--- src/verilog/cub_pkg.sv ---
// Operation
// - Find largest and smallest phase magnitude; start when difference exceeds limit.
// - Difference is taken as a percentage of the largest magnitude.
// - Start only while largest magnitude is above ten percent of rated.
// - Start only while largest magnitude is below one hundred fifty percent of rated.
// - Operation Off after reset keeps start and trip inactive.
// - Blocking input suppresses start and trip; outside logic drives it.
// - Trip after configured delay with condition persisting, when tripping enabled.
// - Start-only flag forbids trip but keeps start; false after reset.
// - Unbalance limit 10 to 90 percent, step one, default 50.
// - Trip delay 100 to 60000 ms, default 1000, counted from condition onset.
// - General start and general trip outputs, also readable as status.
// - Every rising and falling edge of start and trip raises an event.
package cub_pkg;
  localparam int CUB_MAG_W = 16;
  localparam logic [15:0] CUB_RATED_DEF = 16'h1000;
  localparam int CUB_CLK_MHZ = 250;
  localparam int CUB_MS_CYCLES = CUB_CLK_MHZ * 1000;
  localparam int CUB_MIN_PCT = 10;
  localparam int CUB_MAX_PCT = 150;
  localparam int CUB_RESET_RATIO_PCT = 95;
  localparam logic [6:0] CUB_LIMIT_MIN = 7'h0A;
  localparam logic [6:0] CUB_LIMIT_MAX = 7'h5A;
  localparam logic [6:0] CUB_LIMIT_DEF = 7'h32;
  localparam logic [15:0] CUB_DELAY_MIN = 16'h0064;
  localparam logic [15:0] CUB_DELAY_MAX = 16'hEA60;
  localparam logic [15:0] CUB_DELAY_DEF = 16'h03E8;
  localparam logic [3:0] CUB_ADDR_CTRL = 4'h0;
  localparam logic [3:0] CUB_ADDR_LIMIT = 4'h1;
  localparam logic [3:0] CUB_ADDR_DELAY = 4'h2;
  localparam logic [3:0] CUB_ADDR_STATE = 4'h3;
  localparam logic [3:0] CUB_ADDR_EVENT = 4'h4;
  localparam logic [3:0] CUB_ADDR_MASK = 4'h5;
  localparam int CUB_CTRL_ON_BIT = 0;
  localparam int CUB_CTRL_SONLY_BIT = 1;
  localparam int CUB_EV_W = 4;
  localparam int CUB_EV_ST_ON = 0;
  localparam int CUB_EV_ST_OFF = 1;
  localparam int CUB_EV_TR_ON = 2;
  localparam int CUB_EV_TR_OFF = 3;
  typedef enum logic [1:0] {CUB_IDLE, CUB_TIMING, CUB_TRIPPED} cub_state_type;
endpackage : cub_pkg

--- src/verilog/cub_unbalance.sv ---
// Implementation choices: the Avalon-MM register port and the placing of the registers.
`timescale 1ns/1ps
module cub_unbalance #(
  parameter int MAG_W = cub_pkg::CUB_MAG_W,
  parameter int MS_CYCLES = cub_pkg::CUB_MS_CYCLES
) (
  input wire logic clk_sys,
  input wire logic nrst,
  input wire logic [MAG_W-1:0] phase1_current_magnitude,
  input wire logic [MAG_W-1:0] phase2_current_magnitude,
  input wire logic [MAG_W-1:0] phase3_current_magnitude,
  input wire logic block_input,
  input wire logic [3:0] avs_address,
  input wire logic avs_read,
  input wire logic avs_write,
  input wire logic [31:0] avs_writedata,
  input wire logic [3:0] avs_byteenable,
  output logic [31:0] avs_readdata,
  output logic avs_waitrequest,
  output logic general_start_out,
  output logic general_trip_out,
  output logic irq
);
  import cub_pkg::*;

  logic op_on;
  logic start_only;
  logic [6:0] limit_pct;
  logic [15:0] delay_ms;
  logic [15:0] rated;
  logic [CUB_EV_W-1:0] ev_status;
  logic [CUB_EV_W-1:0] ev_mask;
  logic [MAG_W-1:0] max_mag;
  logic [MAG_W-1:0] min_mag;
  logic unbal;
  logic max_above_min_level;
  logic max_below_fault_level;
  logic enabled;
  logic start_cond;
  logic prev_start;
  logic prev_trip;
  logic [31:0] ms_pre;
  logic [15:0] ms_cnt;
  logic access_done;
  cub_state_type state;
  logic [CUB_EV_W-1:0] ev_set;
  logic [CUB_EV_W-1:0] ev_clr;
  logic [MAG_W+7:0] diff_x100;
  logic [MAG_W+7:0] max_x_lim;
  logic [MAG_W+15:0] max_x_rel;
  logic [MAG_W+7:0] max_x100;
  logic [MAG_W+7:0] rated_x_min;
  logic [MAG_W+7:0] rated_x_flt;
  logic wr_req;
  logic rd_req;
  logic wr_fire;

  cub_minmax #(.W(MAG_W)) u_minmax (
    .clk_sys(clk_sys),
    .nrst(nrst),
    .mag_a(phase1_current_magnitude),
    .mag_b(phase2_current_magnitude),
    .mag_c(phase3_current_magnitude),
    .max_mag(max_mag),
    .min_mag(min_mag)
  );

  assign diff_x100 = (MAG_W + 8)'((max_mag - min_mag) * 8'(100));
  assign max_x_lim = (MAG_W + 8)'(max_mag * limit_pct);
  assign max_x_rel = (MAG_W + 16)'(max_mag * limit_pct * 7'(CUB_RESET_RATIO_PCT));
  assign max_x100 = (MAG_W + 8)'(max_mag * 8'(100));
  assign rated_x_min = (MAG_W + 8)'(rated * 8'(CUB_MIN_PCT));
  assign rated_x_flt = (MAG_W + 8)'(rated * 8'(CUB_MAX_PCT));
  assign max_above_min_level = max_x100 > rated_x_min;
  assign max_below_fault_level = max_x100 < rated_x_flt;
  assign enabled = op_on && !block_input;
  assign start_cond = enabled && unbal && max_above_min_level && max_below_fault_level;

  always_ff @(posedge clk_sys or negedge nrst) begin
    if (!nrst) begin
      unbal <= 1'b0;
    end else if (!unbal) begin
      unbal <= diff_x100 > max_x_lim;
    end else begin
      unbal <= (MAG_W + 16)'(diff_x100 * 7'(100)) >= max_x_rel;
    end
  end

  always_ff @(posedge clk_sys or negedge nrst) begin
    if (!nrst) begin
      ms_pre <= '0;
      ms_cnt <= '0;
    end else if (!start_cond) begin
      ms_pre <= '0;
      ms_cnt <= '0;
    end else if (ms_pre == 32'(MS_CYCLES - 1)) begin
      ms_pre <= '0;
      if (ms_cnt != 16'hFFFF) begin
        ms_cnt <= ms_cnt + 16'h0001;
      end
    end else begin
      ms_pre <= ms_pre + 32'h0000_0001;
    end
  end

  always_ff @(posedge clk_sys or negedge nrst) begin
    if (!nrst) begin
      state <= CUB_IDLE;
    end else begin
      case (state)
        CUB_IDLE: begin
          if (start_cond) begin
            state <= CUB_TIMING;
          end
        end
        CUB_TIMING: begin
          if (!start_cond) begin
            state <= CUB_IDLE;
          end else if (ms_cnt >= delay_ms && !start_only) begin
            state <= CUB_TRIPPED;
          end
        end
        CUB_TRIPPED: begin
          if (!start_cond || start_only) begin
            state <= start_cond ? CUB_TIMING : CUB_IDLE;
          end
        end
        default: state <= CUB_IDLE;
      endcase
    end
  end

  always_ff @(posedge clk_sys or negedge nrst) begin
    if (!nrst) begin
      general_start_out <= 1'b0;
      general_trip_out <= 1'b0;
      prev_start <= 1'b0;
      prev_trip <= 1'b0;
    end else begin
      general_start_out <= start_cond;
      general_trip_out <= (state == CUB_TRIPPED) && start_cond && !start_only;
      prev_start <= general_start_out;
      prev_trip <= general_trip_out;
    end
  end

  always_comb begin
    ev_set = '0;
    ev_set[CUB_EV_ST_ON] = general_start_out && !prev_start;
    ev_set[CUB_EV_ST_OFF] = !general_start_out && prev_start;
    ev_set[CUB_EV_TR_ON] = general_trip_out && !prev_trip;
    ev_set[CUB_EV_TR_OFF] = !general_trip_out && prev_trip;
  end

  assign wr_req = avs_write && !access_done;
  assign rd_req = avs_read && !access_done;
  // A write lands only at the edge that also sees waitrequest low.
  assign wr_fire = avs_write && !avs_waitrequest;
  assign ev_clr = (wr_fire && avs_address == CUB_ADDR_EVENT && avs_byteenable[0]) ?
    avs_writedata[CUB_EV_W-1:0] : '0;

  always_ff @(posedge clk_sys or negedge nrst) begin
    if (!nrst) begin
      ev_status <= '0;
    end else begin
      ev_status <= (ev_status & ~ev_clr) | ev_set;
    end
  end

  always_ff @(posedge clk_sys or negedge nrst) begin
    if (!nrst) begin
      irq <= 1'b0;
    end else begin
      irq <= |(((ev_status & ~ev_clr) | ev_set) & ev_mask);
    end
  end

  always_ff @(posedge clk_sys or negedge nrst) begin
    if (!nrst) begin
      op_on <= 1'b0;
      start_only <= 1'b0;
      limit_pct <= CUB_LIMIT_DEF;
      delay_ms <= CUB_DELAY_DEF;
      rated <= CUB_RATED_DEF;
      ev_mask <= '0;
    end else if (wr_fire) begin
      case (avs_address)
        CUB_ADDR_CTRL: begin
          if (avs_byteenable[0]) begin
            op_on <= avs_writedata[CUB_CTRL_ON_BIT];
            start_only <= avs_writedata[CUB_CTRL_SONLY_BIT];
          end
          if (avs_byteenable[2]) begin
            rated[7:0] <= avs_writedata[23:16];
          end
          if (avs_byteenable[3]) begin
            rated[15:8] <= avs_writedata[31:24];
          end
        end
        CUB_ADDR_LIMIT: begin
          if (avs_byteenable[0] && avs_writedata[6:0] >= CUB_LIMIT_MIN &&
              avs_writedata[6:0] <= CUB_LIMIT_MAX && avs_writedata[7] == 1'b0) begin
            limit_pct <= avs_writedata[6:0];
          end
        end
        CUB_ADDR_DELAY: begin
          if (&avs_byteenable[1:0] && avs_writedata[15:0] >= CUB_DELAY_MIN &&
              avs_writedata[15:0] <= CUB_DELAY_MAX) begin
            delay_ms <= avs_writedata[15:0];
          end
        end
        CUB_ADDR_MASK: begin
          if (avs_byteenable[0]) begin
            ev_mask <= avs_writedata[CUB_EV_W-1:0];
          end
        end
        default: begin
        end
      endcase
    end
  end

  // Each access waits one cycle, then completes with waitrequest low.
  always_ff @(posedge clk_sys or negedge nrst) begin
    if (!nrst) begin
      access_done <= 1'b0;
      avs_waitrequest <= 1'b1;
      avs_readdata <= '0;
    end else begin
      access_done <= (wr_req || rd_req);
      avs_waitrequest <= !(wr_req || rd_req);
      if (rd_req) begin
        case (avs_address)
          CUB_ADDR_CTRL: avs_readdata <= {rated, 14'h0000, start_only, op_on};
          CUB_ADDR_LIMIT: avs_readdata <= {25'h0000000, limit_pct};
          CUB_ADDR_DELAY: avs_readdata <= {16'h0000, delay_ms};
          CUB_ADDR_STATE: avs_readdata <= {28'h0000000, max_below_fault_level,
            max_above_min_level, general_trip_out, general_start_out};
          CUB_ADDR_EVENT: avs_readdata <= {28'h0000000, ev_status};
          CUB_ADDR_MASK: avs_readdata <= {28'h0000000, ev_mask};
          default: avs_readdata <= '0;
        endcase
      end
    end
  end
endmodule : cub_unbalance

--- src/verilog/cub_minmax.sv ---
`timescale 1ns/1ps
module cub_minmax #(
  parameter int W = 16
) (
  input wire logic clk_sys,
  input wire logic nrst,
  input wire logic [W-1:0] mag_a,
  input wire logic [W-1:0] mag_b,
  input wire logic [W-1:0] mag_c,
  output logic [W-1:0] max_mag,
  output logic [W-1:0] min_mag
);
  logic [W-1:0] ab_hi;
  logic [W-1:0] ab_lo;
  assign ab_hi = (mag_a > mag_b) ? mag_a : mag_b;
  assign ab_lo = (mag_a > mag_b) ? mag_b : mag_a;
  always_ff @(posedge clk_sys or negedge nrst) begin
    if (!nrst) begin
      max_mag <= '0;
      min_mag <= '0;
    end else begin
      max_mag <= (mag_c > ab_hi) ? mag_c : ab_hi;
      min_mag <= (mag_c < ab_lo) ? mag_c : ab_lo;
    end
  end
endmodule : cub_minmax

--- config.mk ---
export PLATFORM = sky130hd
export DESIGN_NAME = cub_unbalance
export DESIGN_NICKNAME = d
export VERILOG_FILES = /design/src/verilog/cub_pkg.sv /design/src/verilog/cub_unbalance.sv /design/src/verilog/cub_minmax.sv
export SDC_FILE = /design/constraint.sdc
export NUM_CORES = 1
export LEC_CHECK = 0
export CAP_MARGIN = 20
export CELL_PAD_IN_SITES_DETAIL_PLACEMENT = 2
export CELL_PAD_IN_SITES_GLOBAL_PLACEMENT = 2
export CORE_MARGIN = 10
export CORE_UTILIZATION = 42
export DETAILED_ROUTE_END_ITERATION = 6
export DONT_BUFFER_PORTS = 1
export PLACE_DENSITY = 0.8
export SETUP_SLACK_MARGIN = 0.2
export SKIP_LAST_GASP = 1
export SLEW_MARGIN = 20
export SYNTH_ARGS = -nofsm -noshare
export SYNTH_HDL_FRONTEND = slang
export SYNTH_HIERARCHICAL = 1
export SYNTH_SLANG_ARGS = --single-unit
--- constraint.sdc ---
create_clock -name clk_sys -period 11.8 [get_ports clk_sys]
set_clock_uncertainty 0.15 [all_clocks]
set_input_delay 2.36 -clock clk_sys [delete_from_list [all_inputs] [get_ports clk_sys]]
set_output_delay 2.36 -clock clk_sys [all_outputs]
set_load 0.02 [all_outputs]
==> results of run 1 <==
==> through the flow <==
| step | worst slack, ps | instances | utilization [%] | cell area (um^2) |
|---|---|---|---|---|
| 2_1_floorplan | 1712 | 3041 | - | 27190 |
| 3_3_place_gp | 873.7 | 3866 | 43.89 | 28190 |
| 3_5_place_dp | 470.8 | 3866 | 43.89 | 28190 |
| 4_1_cts | 495.5 | 3898 | 44.82 | 28790 |
| 5_1_grt | 155.8 | 3899 | 44.92 | 28850 |
| 6_report | 657.8 | 3899 | 44.92 | 28850 |
==> critical path, delay by kind of cell, from the launching register on <==
family / cells / cell delay (ps)
fa+ha+maj: 11 / 5090
compound gates: 16 / 3220
simple gates: 7 / 1120
flops: 1 / 720
xor+xnor: 3 / 550
buf+inv: 3 / 190
==> flip-flops by register name, indices dropped and copies added (netlist names) <==
register           flops
access_done            1
avs_readdata          32
avs_waitrequest        1
delay_ms              16
ev_mask                4
ev_status              4
general_start_out      1
general_trip_out       1
irq                    1
limit_pct              7
ms_cnt                16
ms_pre                32
op_on                  1
prev_start             1
prev_trip              1
rated                 16
start_only             1
state                  2
u_minmax/max_mag      16
u_minmax/min_mag      16
unbal                  1
==> layout make-up <==
type / count / area, um^2
fillers: 7061 / 35380
multi-input cells: 2312 / 20830
flip-flops and latches: 171 / 4305
inverters: 511 / 1921
well taps: 855 / 1070
clock buffers: 17 / 425.4
clock inverters: 15 / 172.7
repair buffers: 18 / 135.1
==> repair_timing <==
item                       CTS  global route
buffers inserted             0             0
hold endpoints to repair     0             0
resized for setup            0            12
setup endpoints to repair    0             1
hold buffers                 0             0
==> cells in the mapped netlist (27+ instances only) <==
master and count:
sky130_fd_sc_hd__inv_1 510, sky130_fd_sc_hd__nor3_1 58, sky130_fd_sc_hd__a21oi_1 139, sky130_fd_sc_hd__nor2b_1 27, sky130_fd_sc_hd__nand2b_1 30, sky130_fd_sc_hd__dfrtp_1 160, sky130_fd_sc_hd__a21o_1 83, sky130_fd_sc_hd__nor2_1 148
sky130_fd_sc_hd__nand2_1 236, sky130_fd_sc_hd__fa_1 205, sky130_fd_sc_hd__clkbuf_1 33, sky130_fd_sc_hd__mux2_2 32, sky130_fd_sc_hd__and3_1 29, sky130_fd_sc_hd__o21ai_0 134, sky130_fd_sc_hd__nand3_1 43, sky130_fd_sc_hd__and2_1 90
sky130_fd_sc_hd__mux2i_1 67, sky130_fd_sc_hd__ha_1 523, sky130_fd_sc_hd__xnor2_1 99, sky130_fd_sc_hd__xor2_1 101
==> kinds of logic after synthesis <==
logic type                 Yosys count
AOI/OAI and AO/OA                  535
and+or+nand+nor                    744
buffers and inverters              558
muxes                               99
xor gates and xnor gates           205
adders and majority gates          729
DFF                                171
==> layer usage <==
layer / global-route usage (%) / up-vias / part of all wire (%)
li1: - / 10210 / -
met1: 28.43 / 11330 / 43
met2: 44.10 / 266 / 52
met3: 2.901 / 116 / 2.6
met4: 6.319 / 0 / 2.4
met5: 0 / - / 0
==> placed cells by master, fill, tap and decap left out, types with 6 or more instances in the layout <==
master and count:
sky130_fd_sc_hd__ha_1 523, sky130_fd_sc_hd__inv_1 510, sky130_fd_sc_hd__nand2_1 236, sky130_fd_sc_hd__fa_1 205, sky130_fd_sc_hd__dfrtp_1 156, sky130_fd_sc_hd__nor2_1 148
sky130_fd_sc_hd__a21oi_1 138, sky130_fd_sc_hd__o21ai_0 134, sky130_fd_sc_hd__xor2_1 99, sky130_fd_sc_hd__xnor2_1 97, sky130_fd_sc_hd__and2_1 90, sky130_fd_sc_hd__a21o_1 83
sky130_fd_sc_hd__mux2i_1 67, sky130_fd_sc_hd__nor3_1 57, sky130_fd_sc_hd__nand3_1 43, sky130_fd_sc_hd__mux2_2 32, sky130_fd_sc_hd__and3_1 29, sky130_fd_sc_hd__nand2b_1 28
sky130_fd_sc_hd__nor2b_1 27, sky130_fd_sc_hd__o21a_1 22, sky130_fd_sc_hd__nand4_1 21, sky130_fd_sc_hd__a211oi_1 18, sky130_fd_sc_hd__buf_4 18, sky130_fd_sc_hd__clkbuf_16 17
sky130_fd_sc_hd__o21bai_1 15, sky130_fd_sc_hd__o211ai_1 12, sky130_fd_sc_hd__a31oi_1 9, sky130_fd_sc_hd__nor4_1 9, sky130_fd_sc_hd__dfstp_2 9, sky130_fd_sc_hd__or2_2 8
sky130_fd_sc_hd__o31ai_1 8, sky130_fd_sc_hd__or3_1 7, sky130_fd_sc_hd__a221o_1 7, sky130_fd_sc_hd__o2111ai_1 7, sky130_fd_sc_hd__nand3b_1 6
==> worst max-delay path by stage <==
stage                             from  endpoint  slack (ps)  cells past startpoint
after CTS                 limit_pct[6]     unbal         500                     42
after floorplan           limit_pct[5]     unbal        1710                     43
after global routing      limit_pct[5]     unbal         160                     40
after global placement    limit_pct[6]     unbal         870                     42
final                     limit_pct[5]     unbal         660                     40
after detailed placement  limit_pct[6]     unbal         470                     42
==> flow_summary.toml, run 1 <==
[critical_path]
path_max_fanout = 18
worst_setup_path_start_kind = "register"
critical_register_to_register_path_endpoint = "unbal"
crit_path_end_kind = "register"
critical_path.slowest_cell = "sky130_fd_sc_hd__dfstp_4"
critPathMostFrequentCell = "sky130_fd_sc_hd__fa_1"
timing.setup.critical_path_class = "reg -> reg"
critPathRequiredTime_ps = 12000
r2r_start = "limit_pct[5]"
setup.reg_to_reg.worst_slack_ps = 660
critPathMaxStageDelay_ps = 720
arrival_ps = 11350
number_of_cells_on_the_worst_reg_to_reg_path = 40

[worst_hold_path]
hold_path.startpoint = "access_done"
worstHoldPathCells = 1
worst_hold_path.endpoint = "access_done"
class_of_the_tightest_hold_or_removal_check = "reg -> reg"

[cts]
tritoncts_clock_tree = "yes"
clockRootBuffer = "sky130_fd_sc_hd__clkbuf_16"
clk_pin_slew_ps = 100
cts_buffers = 17
worst_skew_pair.late_latency_ps = 470
cts.htree.levels = 4
clock-sinks = 171
clockBufferDepth = 2

[sta]
clock.fmax_mhz = 89.75
final.setup.tns_ps = 0
relSlewSlack_pct = 20.94
final.period_utilization_pct = 94.43
maxSlewViolCount = 0
finalSetupViolCount = 0
number_of_hold_violations_in_the_final_report = 0
worst_margin_pin_slew_ps = 1186
layout_min_cycle_time_ps = 11140
rsz0062_at_grt = "no"
final.hold.worst_slack_ps = 296.3

[detailed_routing]
route.final.wire_length_mm = 89.04
ant_nets = 0
post_drt_wl_per_cell_um = 22.84
first_pass_iters = 5
drc_errors = 0
via_per_inst = 5.623
vias = 21920
detailed_route_iter0_violations = 852

[place]
detailed_place_hpwl_mm = 75.36
io_buffer_count = 0
routabilityCongestion = 0.8655

[floorplanning]
floorplan.die.height_um = 274.5
initial_utilization_pct = 42.34
die_w_um = 274.5
rows = 93
design.portCount = 129
coreArea_um2 = 64230
die-area_um2 = 75330

[logic_synthesis]
synth.largest_area_cell = "sky130_fd_sc_hd__ha_1"
syn-mean-instance-area_um2 = 8.943
synth_mux_area_share_pct = 3.791
mappedNetlistArea_um2 = 27190
async_reset_ff_share_pct = 100.0
yosys.area_share.simple_pct = 13.51
synth_adder_area_share_pct = 39.19
synth.top_cell.area_share_pct = 24.06
synth-warning-count = 6
synth_top_flop_cell = "sky130_fd_sc_hd__dfrtp_1"
syn_nets = 3862
synth_xor_area_share_pct = 6.782
synth-edff-count = 0
ys_top_cells_by_area = "sky130_fd_sc_hd__ha_1 24%, sky130_fd_sc_hd__fa_1 15%, sky130_fd_sc_hd__dfrtp_1 15%"
synth-seq-area-share_pct = 15.79
yosysUniqueCellTypes = 97
synth_compound_area_share_pct = 13.04
synth_cells = 3041
synth_top_family_by_area = "adder cells"
number_of_storage_elements_in_the_synthesis_netlist = 171

[layout]
drive_above_1_share_pct = 5.420
area_growth_pct = 6.101
antenna_cell_count = 0
num-nets-final = 3852

[global_routing]
grt_first_pass_wirelength_mm = 143.6
overall_global_routing_usage_pct = 23.81
maximum_number_of_pins_on_one_net_before_global_route_repair = 172
number_of_global_route_vias_before_repair = 26120
initial_antenna_violation_count = 1
global_route.overflow_total = 0

[outcome]
status = "finished, final reports clean"

[run]
max_cap_violations = 0
Power of run 1 is not shown: default switching activity piles up to over one toggle a cycle in this logic, so the estimate is an artifact.
==> run 2, diff against run 1 <==
- CORE_UTILIZATION: 42 -> 46
- PLACE_DENSITY: 0.8 -> 0.86
- clock period: 11.8 -> 13.56 ns (I/O delays scaled with it)
==> run 2 against run 1 <==
Effect of this change:
- worst setup slack gained 840 ps
- register-to-register slack gained 840 ps
- utilization grew 3.8 points
- critical path depth grew 2
- highest routed layer is now met5
==> flow_summary.toml, run 2 (synthesized netlist as in run 1, its figures left out) <==
[layout]
num-nets-final = 3844
finish.cell_count_without_fillers = 3814
drive_above_1_share_pct = 4.941
layout_common_cells = "523 x sky130_fd_sc_hd__ha_1, 510 x sky130_fd_sc_hd__inv_1, 236 x sky130_fd_sc_hd__nand2_1"
registers_with_the_most_flip_flops = "avs_readdata (32), ms_pre (32)"
fillers = 6362
area_growth_pct = 5.424
layout.cells.most_common = "sky130_fd_sc_hd__ha_1"

[outcome]
status = "finished, final reports clean"

[global_routing]
initial_antenna_violation_count = 5
global_route.overflow_total = 0
overall_global_routing_usage_pct = 34.21
grt_first_pass_wirelength_mm = 184.8
number_of_global_route_vias_before_repair = 29060
maximum_number_of_pins_on_one_net_before_global_route_repair = 172

[critical_path]
crit_path_end_kind = "register"
critPathMostFrequentCell = "sky130_fd_sc_hd__fa_1"
critical_register_to_register_path_endpoint = "unbal"
r2r_start = "limit_pct[6]"
timing.setup.critical_path_class = "reg -> reg"
crit_start = "limit_pct[6]"
critical_path.slowest_cell = "sky130_fd_sc_hd__dfrtp_1"
arrival_ps = 12270
crit_cells = 42
timing.critical_path.to = "unbal"
timing.critical_path.max_delay_family = "adder cells"
setup.reg_to_reg.worst_slack_ps = 1490
path_max_fanout = 18
worst_setup_path_start_kind = "register"
number_of_cells_on_the_worst_reg_to_reg_path = 42
critPathRequiredTime_ps = 13760
critPathMaxStageDelay_ps = 780
critical_path_buf_inv_count = 5

[sta]
final.period_utilization_pct = 88.99
relSlewSlack_pct = 23.78
maxSlewViolCount = 0
clock.fmax_mhz = 82.87
final.hold.worst_slack_ps = 348.0
layout_min_cycle_time_ps = 12070
rsz0062_at_grt = "no"
finalSetupViolCount = 0
number_of_hold_violations_in_the_final_report = 0
worst_margin_pin_slew_ps = 1141
final.setup.tns_ps = 0

[floorplanning]
rows = 89
coreArea_um2 = 58800
initial_utilization_pct = 46.25
design.portCount = 129
die-area_um2 = 69250
die_w_um = 263.1
floorplan.die.height_um = 263.1

[detailed_routing]
ant_nets = 0
post_drt_wl_per_cell_um = 32.03
route.final.wire_length_mm = 122.2
first_pass_iters = 5
drc_errors = 0
vias = 24340
detailed_route_iter0_violations = 1770
via_per_inst = 6.380

[cts]
clk_pin_slew_ps = 90
tritoncts_clock_tree = "yes"
clockRootBuffer = "sky130_fd_sc_hd__clkbuf_16"
postCtsHoldBufs = 0
worst_skew_pair.late_latency_ps = 490
postCtsSetupBuffers = 0
cts_buffers = 17
ctsResizeCount = 0
cts.htree.levels = 4
clockBufferDepth = 2
clock-sinks = 171

[place]
io_buffer_count = 0
dp.cells = 3777
detailed_place_hpwl_mm = 83.85
routabilityCongestion = 0.8499

[run]
max_cap_violations = 0

[worst_hold_path]
class_of_the_tightest_hold_or_removal_check = "reg -> reg"
run 2: cell types whose count changed in the layout (fill, tap and decap cells not counted), sizes merged:
cell,previous run,this run
buf,18,10
clkbuf,17,18
clkinv,6,5
diode,0,5
run 2: final cells by class:
type / count / area (um^2) / share of cell area, %
multi-input cells: 2312 / 20820 / 72.61
clock buffers: 18 / 439.2 / 1.532
diodes: 5 / 12.51 / 0.04364
repair buffers: 10 / 75.07 / 0.2618
flip-flops and latches: 171 / 4293 / 14.97
inverters: 511 / 1921 / 6.699
clock inverters: 14 / 143.9 / 0.5019
well taps: 773 / 967.2 / 3.373
run 2: through the flow:
| stage | instance area [um^2] | setup WS (ps) | util, % |
|---|---|---|---|
| global route | 28670 | 929.6 | 48.75 |
| CTS | 28610 | 1636 | 48.66 |
| floorplan | 27190 | 3472 | - |
| finish | 28670 | 1493 | 48.76 |
| detailed placement | 28030 | 1954 | 47.67 |
| global placement | 28030 | 2773 | 47.67 |
run 2: worst min path at each step:
stage | from | endpoint | slack [ps] | cells after the start
global route | ms_pre[0] | ms_pre[0] | 380 | 1
finish | ms_pre[0] | ms_pre[0] | 350 | 1
detailed placement | access_done | access_done | 310 | 1
floorplan | access_done | access_done | 260 | 1
CTS | ms_pre[0] | ms_pre[0] | 350 | 1
global placement | access_done | access_done | 260 | 1
run 2: metal layers:
metal | vias up | GRT usage, % | routed length [um]
met3 | 531 | 6.721 | 6971
met2 | 1071 | 61.56 | 62000
met1 | 12540 | 36.27 | 45200
met5 | - | 0 | 13
li1 | 10190 | - | -
met4 | 2 | 21.25 | 7982
Power of run 2 is left out for the same reason.
